[config.mk]
export PLATFORM = sky130hd
export DESIGN_NAME = ued_endpoint_ctrl
export DESIGN_NICKNAME = d
export VERILOG_FILES = /design/src/rtl/ued_pkg.sv /design/src/rtl/ued_endpoint_ctrl.sv /design/src/rtl/ued_reply_ptr.sv
export SDC_FILE = /design/constraint.sdc
export NUM_CORES = 1
export LEC_CHECK = 0
export BUFFER_PORTS_ARGS = -buffer_cell sky130_fd_sc_hd__buf_2
export CAP_MARGIN = 0
export CORE_ASPECT_RATIO = 0.6
export CORE_UTILIZATION = 25
export DETAILED_ROUTE_END_ITERATION = 8
export HOLD_SLACK_MARGIN = 0.03
export PLACE_DENSITY = 0.55
export SKIP_CTS_REPAIR_TIMING = 1
export SLEW_MARGIN = 20
export SYNTH_ARGS = -nofsm -noshare
export SYNTH_HDL_FRONTEND = slang
export SYNTH_SLANG_ARGS = --single-unit
[constraint.sdc]
create_clock -name sys_clk -period 4 [get_ports sys_clk]
set_input_delay 0.4 -clock sys_clk [delete_from_list [all_inputs] [get_ports sys_clk]]
set_output_delay 0.4 -clock sys_clk [all_outputs]
set_load 0.05 [all_outputs]
[src/rtl/ued_pkg.sv]
// Constants and types for the endpoint control and descriptor reply block
// How it works
// - With auto-NAK-on-complete set, an error-free finished transaction sets forced NAK.
// - With short packet enabled, FIFO data below max length goes out on IN.
// - A sent short packet clears short enable; a full-length packet leaves it set.
// - Short enable with an empty FIFO answers the next IN with zero length.
// - Unless disabled, an error-free short OUT packet sets forced NAK.
// - Auto-NAK-on-complete governs forced NAK even when short-OUT auto-NAK is disabled.
// - The current data toggle reads back as a read-only status bit.
// - Writing toggle-set forces toggle to 1; clear wins when both are written.
// - Writing toggle-clear forces the data toggle to 0.
// - Forced NAK answers every transaction with NAK whatever the FIFO holds, unless forced STALL is set.
// - Forced NAK written during a transaction lands at its end, else at once.
// - Forced STALL answers with STALL and overrides forced NAK.
// - STALL set mid-transaction lets it finish and applies from the next one.
// - The 13-bit reply start address accepts any FIFO location 0x0000 to 0x1FFF.
// - Each finished endpoint-zero IN during reply advances the start address by bytes sent.
// - The 10-bit reply byte count accepts any value 0x000 to 0x3FF.
// - Each finished endpoint-zero IN during reply lowers the byte count by bytes sent.
package ued_pkg;

    ////////////////////////////////////////////////////////////////////////////////
    // Register indices; byte address is four times the index
    localparam logic [8:0] UED_IDX_EP_CTRL = 9'h11c;
    localparam logic [8:0] UED_IDX_ADDR_HI = 9'h120;
    localparam logic [8:0] UED_IDX_ADDR_LO = 9'h121;
    localparam logic [8:0] UED_IDX_SIZE_HI = 9'h122;
    localparam logic [8:0] UED_IDX_SIZE_LO = 9'h123;
    localparam logic [7:0] UED_REG_RESET = 8'h00;

    ////////////////////////////////////////////////////////////////////////////////
    // Endpoint control field positions
    localparam int UED_BIT_AUTO_NAK = 7;
    localparam int UED_BIT_SHORT_EN = 6;
    localparam int UED_BIT_SHORT_DIS = 5;
    localparam int UED_BIT_TOG_STAT = 4;
    localparam int UED_BIT_TOG_SET = 3;
    localparam int UED_BIT_TOG_CLR = 2;
    localparam int UED_BIT_FNAK = 1;
    localparam int UED_BIT_FSTALL = 0;

    ////////////////////////////////////////////////////////////////////////////////
    // Pointer, packet length and FIFO count widths
    localparam int UED_ADDR_W = 13;
    localparam int UED_SIZE_W = 10;
    localparam int UED_LEN_W = 11;
    localparam int UED_FIFO_W = 13;

    typedef enum logic [1:0] {
        UED_RSP_GO = 2'h0,
        UED_RSP_NAK = 2'h1,
        UED_RSP_STALL = 2'h2,
        UED_RSP_ZLP = 2'h3
    } ued_resp_type;

endpackage : ued_pkg

[src/rtl/ued_endpoint_ctrl.sv]
// Endpoint transaction control and descriptor reply pointers behind an Avalon-MM slave
//
// Local design decision: the Avalon-MM slave port.
`timescale 1ns/1ns
module ued_endpoint_ctrl #(
    parameter int MAX_LEN_W = ued_pkg::UED_LEN_W
) (
    input wire logic sys_clk,
    input wire logic rst,
    input wire logic [10:0] avs_address,
    input wire logic avs_read,
    input wire logic avs_write,
    input wire logic [31:0] avs_writedata,
    input wire logic [3:0] avs_byteenable,
    output logic [31:0] avs_readdata,
    output logic avs_waitrequest,
    input wire logic txn_start,
    input wire logic txn_is_in,
    input wire logic txn_end,
    input wire logic txn_ok,
    input wire logic [MAX_LEN_W-1:0] txn_bytes,
    input wire logic [ued_pkg::UED_FIFO_W-1:0] fifo_count,
    input wire logic [MAX_LEN_W-1:0] max_packet_len,
    input wire logic reply_active,
    input wire logic ep0_in_done,
    input wire logic [ued_pkg::UED_LEN_W-1:0] ep0_bytes,
    output logic [1:0] ep_resp,
    output logic ep_data_toggle,
    output logic ep_short_en,
    output logic [ued_pkg::UED_ADDR_W-1:0] reply_start_addr,
    output logic [ued_pkg::UED_SIZE_W-1:0] reply_byte_count
);

    typedef struct packed {
        logic waitreq;
        logic [31:0] rdata;
        logic auto_nak_on_complete;
        logic short_packet_enable;
        logic short_out_autonak_disable;
        logic forced_nak;
        logic forced_stall;
        logic data_toggle;
        logic pend_nak;
        logic busy;
        logic is_in;
        logic [1:0] resp;
    } ued_main_state_type;

    ued_main_state_type r;
    ued_main_state_type r_nxt;
    logic accept;
    logic aligned;
    logic [8:0] idx;
    logic wr_lane;
    logic wr_ctl;
    logic [7:0] ctl_byte;
    logic [7:0] a_hi;
    logic [7:0] a_lo;
    logic [7:0] s_hi;
    logic [7:0] s_lo;
    logic ptr_adv;
    logic fifo_full_pkt;
    logic sent_short;
    logic [7:0] wd;

    ////////////////////////////////////////////////////////////////////////////////
    // Bus decode
    assign accept = (avs_read || avs_write) && r.waitreq;
    assign aligned = (avs_address[1:0] == 2'h0);
    assign idx = avs_address[10:2];
    assign wd = avs_writedata[7:0];
    // Writes land at the edge where the master sees waitrequest low
    assign wr_lane = avs_write && !r.waitreq && avs_byteenable[0] && aligned;
    assign wr_ctl = wr_lane && (idx == ued_pkg::UED_IDX_EP_CTRL);
    assign ptr_adv = ep0_in_done && reply_active;
    assign fifo_full_pkt = (fifo_count >= ued_pkg::UED_FIFO_W'(max_packet_len));
    assign sent_short = (txn_bytes < max_packet_len);

    // Strobe bits have no storage and read back as zero
    assign ctl_byte = {r.auto_nak_on_complete, r.short_packet_enable, r.short_out_autonak_disable,
        r.data_toggle, 2'b00, r.forced_nak, r.forced_stall};

    ////////////////////////////////////////////////////////////////////////////////
    // Reply pointers
    ued_reply_ptr #(.WIDTH(ued_pkg::UED_ADDR_W), .COUNT_DOWN(1'b0)) u_addr (
        .sys_clk(sys_clk),
        .rst(rst),
        .wr_hi(wr_lane && idx == ued_pkg::UED_IDX_ADDR_HI),
        .wr_lo(wr_lane && idx == ued_pkg::UED_IDX_ADDR_LO),
        .wdata(wd),
        .rd_hi(accept && avs_read && aligned && idx == ued_pkg::UED_IDX_ADDR_HI),
        .advance(ptr_adv),
        .amount(ep0_bytes),
        .value(reply_start_addr),
        .hi_byte(a_hi),
        .lo_byte(a_lo)
    );

    ued_reply_ptr #(.WIDTH(ued_pkg::UED_SIZE_W), .COUNT_DOWN(1'b1)) u_size (
        .sys_clk(sys_clk),
        .rst(rst),
        .wr_hi(wr_lane && idx == ued_pkg::UED_IDX_SIZE_HI),
        .wr_lo(wr_lane && idx == ued_pkg::UED_IDX_SIZE_LO),
        .wdata(wd),
        .rd_hi(accept && avs_read && aligned && idx == ued_pkg::UED_IDX_SIZE_HI),
        .advance(ptr_adv),
        .amount(ep0_bytes),
        .value(reply_byte_count),
        .hi_byte(s_hi),
        .lo_byte(s_lo)
    );

    ////////////////////////////////////////////////////////////////////////////////
    // Next state
    always_comb begin
        r_nxt = r;
        r_nxt.waitreq = !accept;
        if (accept && avs_read) begin
            r_nxt.rdata = 32'h0000_0000;
            if (aligned) begin
                case (idx)
                    ued_pkg::UED_IDX_EP_CTRL: r_nxt.rdata[7:0] = ctl_byte;
                    ued_pkg::UED_IDX_ADDR_HI: r_nxt.rdata[7:0] = a_hi;
                    ued_pkg::UED_IDX_ADDR_LO: r_nxt.rdata[7:0] = a_lo;
                    ued_pkg::UED_IDX_SIZE_HI: r_nxt.rdata[7:0] = s_hi;
                    ued_pkg::UED_IDX_SIZE_LO: r_nxt.rdata[7:0] = s_lo;
                    default: r_nxt.rdata[7:0] = 8'h00;
                endcase
            end
        end

        // Answer is fixed at the token; later control writes wait for the next one
        if (txn_start) begin
            r_nxt.busy = 1'b1;
            r_nxt.is_in = txn_is_in;
            if (r.forced_stall) begin
                r_nxt.resp = ued_pkg::UED_RSP_STALL;
            end else if (r.forced_nak) begin
                r_nxt.resp = ued_pkg::UED_RSP_NAK;
            end else if (!txn_is_in || fifo_full_pkt) begin
                r_nxt.resp = ued_pkg::UED_RSP_GO;
            end else if (!r.short_packet_enable) begin
                r_nxt.resp = ued_pkg::UED_RSP_NAK;
            end else if (fifo_count == '0) begin
                r_nxt.resp = ued_pkg::UED_RSP_ZLP;
            end else begin
                r_nxt.resp = ued_pkg::UED_RSP_GO;
            end
        end

        // Hardware events that clear come before software writes
        if (txn_end && txn_ok) begin
            r_nxt.data_toggle = !r.data_toggle;
            if (r.is_in && sent_short) begin
                r_nxt.short_packet_enable = 1'b0;
            end
        end

        if (wr_ctl) begin
            r_nxt.auto_nak_on_complete = wd[ued_pkg::UED_BIT_AUTO_NAK];
            r_nxt.short_out_autonak_disable = wd[ued_pkg::UED_BIT_SHORT_DIS];
            r_nxt.forced_stall = wd[ued_pkg::UED_BIT_FSTALL];
            if (wd[ued_pkg::UED_BIT_SHORT_EN]) begin
                r_nxt.short_packet_enable = 1'b1;
            end else if (!(txn_end && txn_ok && r.is_in && sent_short)) begin
                r_nxt.short_packet_enable = 1'b0;
            end
            if (wd[ued_pkg::UED_BIT_TOG_CLR]) begin
                r_nxt.data_toggle = 1'b0;
            end else if (wd[ued_pkg::UED_BIT_TOG_SET]) begin
                r_nxt.data_toggle = 1'b1;
            end
            if (!wd[ued_pkg::UED_BIT_FNAK]) begin
                r_nxt.forced_nak = 1'b0;
                r_nxt.pend_nak = 1'b0;
            end else if (r.busy) begin
                r_nxt.pend_nak = 1'b1;
            end else begin
                r_nxt.forced_nak = 1'b1;
            end
        end

        // Hardware sets come last so they win over a same-cycle clear
        if (txn_end) begin
            r_nxt.busy = 1'b0;
            if (r_nxt.pend_nak) begin
                r_nxt.forced_nak = 1'b1;
                r_nxt.pend_nak = 1'b0;
            end
            if (txn_ok && r.auto_nak_on_complete) begin
                r_nxt.forced_nak = 1'b1;
            end else if (txn_ok && !r.is_in && sent_short && !r.short_out_autonak_disable) begin
                r_nxt.forced_nak = 1'b1;
            end
        end
    end

    always_ff @(posedge sys_clk) begin
        if (rst) begin
            r <= '{waitreq: 1'b1, resp: ued_pkg::UED_RSP_NAK, default: '0};
        end else begin
            r <= r_nxt;
        end
    end

    assign avs_readdata = r.rdata;
    assign avs_waitrequest = r.waitreq;
    assign ep_resp = r.resp;
    assign ep_data_toggle = r.data_toggle;
    assign ep_short_en = r.short_packet_enable;
endmodule : ued_endpoint_ctrl

[src/rtl/ued_reply_ptr.sv]
// Byte-split reply pointer with snapshot read and transfer advance
`timescale 1ns/1ns
module ued_reply_ptr #(
    parameter int WIDTH = 13,
    parameter bit COUNT_DOWN = 1'b0
) (
    input wire logic sys_clk,
    input wire logic rst,
    input wire logic wr_hi,
    input wire logic wr_lo,
    input wire logic [7:0] wdata,
    input wire logic rd_hi,
    input wire logic advance,
    input wire logic [ued_pkg::UED_LEN_W-1:0] amount,
    output logic [WIDTH-1:0] value,
    output logic [7:0] hi_byte,
    output logic [7:0] lo_byte
);

    typedef struct packed {
        logic [WIDTH-1:0] val;
        logic [7:0] shadow_lo;
    } ued_ptr_state_type;

    ued_ptr_state_type r;
    ued_ptr_state_type r_nxt;
    logic [15:0] wide;
    logic [15:0] step;

    ////////////////////////////////////////////////////////////////////////////////
    always_comb begin
        r_nxt = r;
        wide = 16'(r.val);
        step = 16'(amount);
        if (advance) begin
            if (COUNT_DOWN) begin
                r_nxt.val = (wide > step) ? WIDTH'(wide - step) : '0;
            end else begin
                r_nxt.val = WIDTH'(wide + step);
            end
        end
        // Software load wins over a same-cycle advance
        if (wr_hi) begin
            r_nxt.val = WIDTH'({wdata, r_nxt.val[7:0]});
        end
        if (wr_lo) begin
            r_nxt.val[7:0] = wdata;
        end
        // Low byte frozen at the high-byte read so the pair is coherent
        if (rd_hi) begin
            r_nxt.shadow_lo = r.val[7:0];
        end
    end

    always_ff @(posedge sys_clk) begin
        if (rst) begin
            r <= '0;
        end else begin
            r <= r_nxt;
        end
    end

    assign value = r.val;
    assign hi_byte = 8'(wide >> 8);
    assign lo_byte = r.shadow_lo;
endmodule : ued_reply_ptr
==> summary.md <==
| Metric | Value |
|---|---|
| Number of synthesized flops with an enable pin | `0` |
| Worst hold path class | `primary input to flip-flop` |
| Longest Clk Path Bufs | `2` |
| Clock latency on the worst-skew pair | `0.33 ns` |
| Final WS setup | `~1.5 ns` |
| First-pass GRT wire length | `between 20000 and 25000 um` |
| H-tree levels | `3` |
| Mux cell area share after synthesis | `3.165%` |
| Reg2reg end | `u_size.value[9]` |
| Footprint of the multi-input gates | `between 0.002 and 0.003 mm2` |
| CP arrival | `between 2 and 3 ns` |
| Post-synthesis register bit count | `59` |
| Post-Route WL | `14740 um` |
| Main synth FF type | `dfxtp_1` |
| Worst Path Required | `4.27 ns` |
| Clk pin slew, worst setup/hold paths | `0.05 ns` |
| Fillcell total | `a little under 2000` |
| Top cell type by total area after synthesis | `dfxtp_1` |
| Cts bufs inserted | `9` |
| Clock sinks | `59` |
| Adder-Cell Fraction of Synth Area | `roughly an eighth` |
| Main combinational cell family by area after synthesis | `simple AND/OR/NAND/NOR gates` |
| Final Slew Violations | `0` |
| DP Cell Count | `888` |
| DR iter-0 viols | `372` |
| Final TNS setup | `0 ns` |
| Crit path max fanout | `10` |
| Largest net degree at the start of global routing | `53` |
| WL met2 | `~5300 um` |
| Starting density of the core | `between 20% and 30%` |
| Relative slew margins | `42.79%` |
| Die Ht | `~110 um` |
| Clk_skew | `roughly 0.0075 ns` |
| # diodes | `0` |
| Setup CP Type | `flip-flop to flip-flop` |
| Max-Cap Viols | `0` |
| Die X | `between 150 and 200 um` |
| Part of the cycle the worst path needs | `62.49%` |
| Input/output buffers | `about 110` |
| Crit path to | `u_size.value[9]` |
| Synth top area cells | `dfxtp_1 27%, ha_1 12%, nand2_1 6.0%, buf_4 5.8%, a21oi_1 4.7%` |
| Die Area | `approximately 0.018 mm2` |
| Met3 Routed Length | `1072 um` |
| Compound-Gate Fraction of Synth Area | `21.62%` |
| Worst VDD drop | `0.1994 mV` |
| Pre-antenna DRT Iters | `4` |
| RSZ-0062 raised after global routing | `no` |
| Sequential fraction of the synthesis area | `26.67%` |
| Ys async rst share | `0%` |
| R2R Setup Slk | `1.50 ns` |
| Metal-1 WL | `8342 um` |
| Layout cells sized above 1 | `20.09%` |
| Cell Rows | `37` |
| Root Buffer | `clkbuf_16` |
| Post-Synth XOR/XNOR Area | `2.374%` |
| Non-Filler Instances | `901` |
| Final setup fails | `0` |
| CTS tree | `yes` |
| Num ports | `between 150 and 200` |
| Post-synthesis simple-gate area fraction | `a little under a quarter` |
| Synth warnings | `0` |
| Area Growth Syn to Fin | `20.03%` |
| Slew @ Worst Pin | `0.8516 ns` |
| Hold Violations, Final | `0` |
| Max layer used | `met4` |
| Reg2Reg Depth | `7` |
| Nets | `812` |
| Period minus WS final | `2.500 ns` |
| DPL Wire Length | `11810 um` |
| Leak Pwr | `2.390 nW` |
| Core Area | `0.01722 mm2` |
| GRT Residual Overflow | `0` |
| Vias in the first global route | `3967` |
| Worst slack, placed | `1.292 ns` |
| Final Util | `30.86%` |
| DRT antenna net count | `0` |
| Synth top area share | `around a quarter` |
| All-Layer GR Usage | `16.21%` |
| # DRC | `0` |
| Netlist cell types | `63` |
| Mean Syn Cell Area | `7.782 um2` |
| Cells after synthesis | `569` |
| Crit path capture type | `flip-flop` |
| Post-Synthesis Cell Area | `0.004428 mm2` |
| Placer Congestion | `between 0.8 and 0.9` |
| Max Freq | `400.1 MHz` |
| DR WL/cell | `between 15 and 20 um` |
| Via/cell ratio | `4.907` |
| Critical path startpoint | `u_size.value[1]` |
| Status | `complete, no violations` |
| R2R Path Start | `u_size.value[1]` |
| DR vias | `4421` |
| Register area | `0.001181 mm2` |
| Initial antenna violation count | `0` |
| P per Cell Area | `314.1 mW/mm2` |
| Type of origin of the critical path | `flip-flop` |
-- how the worst min path moves through the flow --
| stage | start | end | slack (ns) | depth (start not counted) |
|---|---|---|---|---|
| 4_1_cts | avs_write | avs_waitrequest | 0.29 | 2 |
| 6_report | txn_end | r[4] | 0.30 | 2 |
| 5_1_grt | avs_write | avs_waitrequest | 0.31 | 2 |
| 3_5_place_dp | avs_readdata[0] | avs_readdata[0] | 0.44 | 1 |
| 2_1_floorplan | avs_readdata[1] | avs_readdata[1] | 0.43 | 2 |
| 3_3_place_gp | avs_readdata[5] | avs_readdata[5] | 0.43 | 2 |
-- through the flow --
| step | instance area (um2) | total power, mW | hold WS (ns) |
|---|---|---|---|
| final | 5315 | 1.670 | 0.3038 |
| after global routing | 5315 | 1.740 | 0.3055 |
| after CTS | 5315 | 1.678 | 0.2948 |
| after detailed placement | 5065 | 1.003 | 0.4384 |
| after global placement | 5065 | 1.003 | 0.4276 |
| after floorplan | 4514 | 0.9030 | 0.4263 |
-- synthesized netlist by cell type (all sizes together), types with 3 or more instances --
cell / count
dfxtp: 59
nand3b: 4
xor2: 5
nand3: 23
and2: 4
nor2b: 7
o21a: 3
inv: 39
nand4b: 3
a211oi: 13
nor4: 9
ha: 42
clkbuf: 16
nand4: 6
a31oi: 13
xnor2: 7
o211ai: 4
mux2i: 14
a311oi: 7
o21ai: 23
a21oi: 42
or3: 5
nand2: 71
a21o: 7
o31a: 3
buf: 37
nor2: 45
nor3: 15
-- flip-flops by register name, indices dropped and copies added, names as in the netlist --
| signal | cells |
|---|---|
| u_addr.value | 13 |
| u_size.value | 10 |
| avs_readdata | 8 |
| u_addr.lo_byte | 8 |
| u_size.lo_byte | 8 |
| ctl_byte | 4 |
| r | 3 |
| ep_resp | 2 |
| avs_waitrequest | 1 |
| ep_data_toggle | 1 |
| ep_short_en | 1 |
-- layout make-up --
type | instances | share of cell area (%)
clock buffers | 13 | 4.708
multi-input cells | 441 | 53.79
well taps | 234 | 5.508
flip-flops and latches | 59 | 22.22
inverters | 39 | 2.754
repair buffers | 115 | 11.02
-- critical path, stage by stage (launching register included) --
cell	delay, ns
dfxtp_1	0.38
ha_1	0.32
nor2b_1	0.18
o2111ai_1	0.20
a21oi_1	0.34
o31a_1	0.45
a21boi_0	0.42
o31a_1	0.16
-- layer usage --
layer,vias to the layer above,track usage (%)
met5,-,0
met1,2059,26.80
met4,0,2.632
li1,2193,-
met2,161,20.29
met3,8,3.603
-- placed cells by master (no fill, tap or decap), types with 14 or more instances in the layout --
master | Yosys | layout
ha_1 | 42 | 42
nand2_1 | 71 | 71
nand3_1 | 23 | 23
dfxtp_1 | 59 | 59
nor2_1 | 45 | 45
conb_1 | 1 | 24
nor3_1 | 15 | 15
a21oi_1 | 42 | 42
buf_2 | 1 | 111
o21ai_0 | 23 | 23
mux2i_1 | 14 | 14
inv_1 | 39 | 39
-- cells by family (layout without fill, tap and decap cells) --
logic type / count (synthesis) / in the layout
flip-flops: 59 / 59
AND/OR/NAND/NOR: 203 / 203
AO/OA/AOI/OAI: 144 / 144
buffers and inverters: 92 / 167
XOR/XNOR: 12 / 12
adder cells (fa/ha/maj): 44 / 44
multiplexers: 14 / 14
other: 1 / 24
-- where the power goes --
group | switching (mW) | leakage, nW | internal (mW) | total, mW
clock network | 0.249 | 0.122 | 0.425 | 0.674
logic | 0.252 | 1.79 | 0.120 | 0.371
registers | 0.0218 | 0.478 | 0.603 | 0.624
total | 0.523 | 2.39 | 1.15 | 1.67
(Power assumes the default switching activity.)
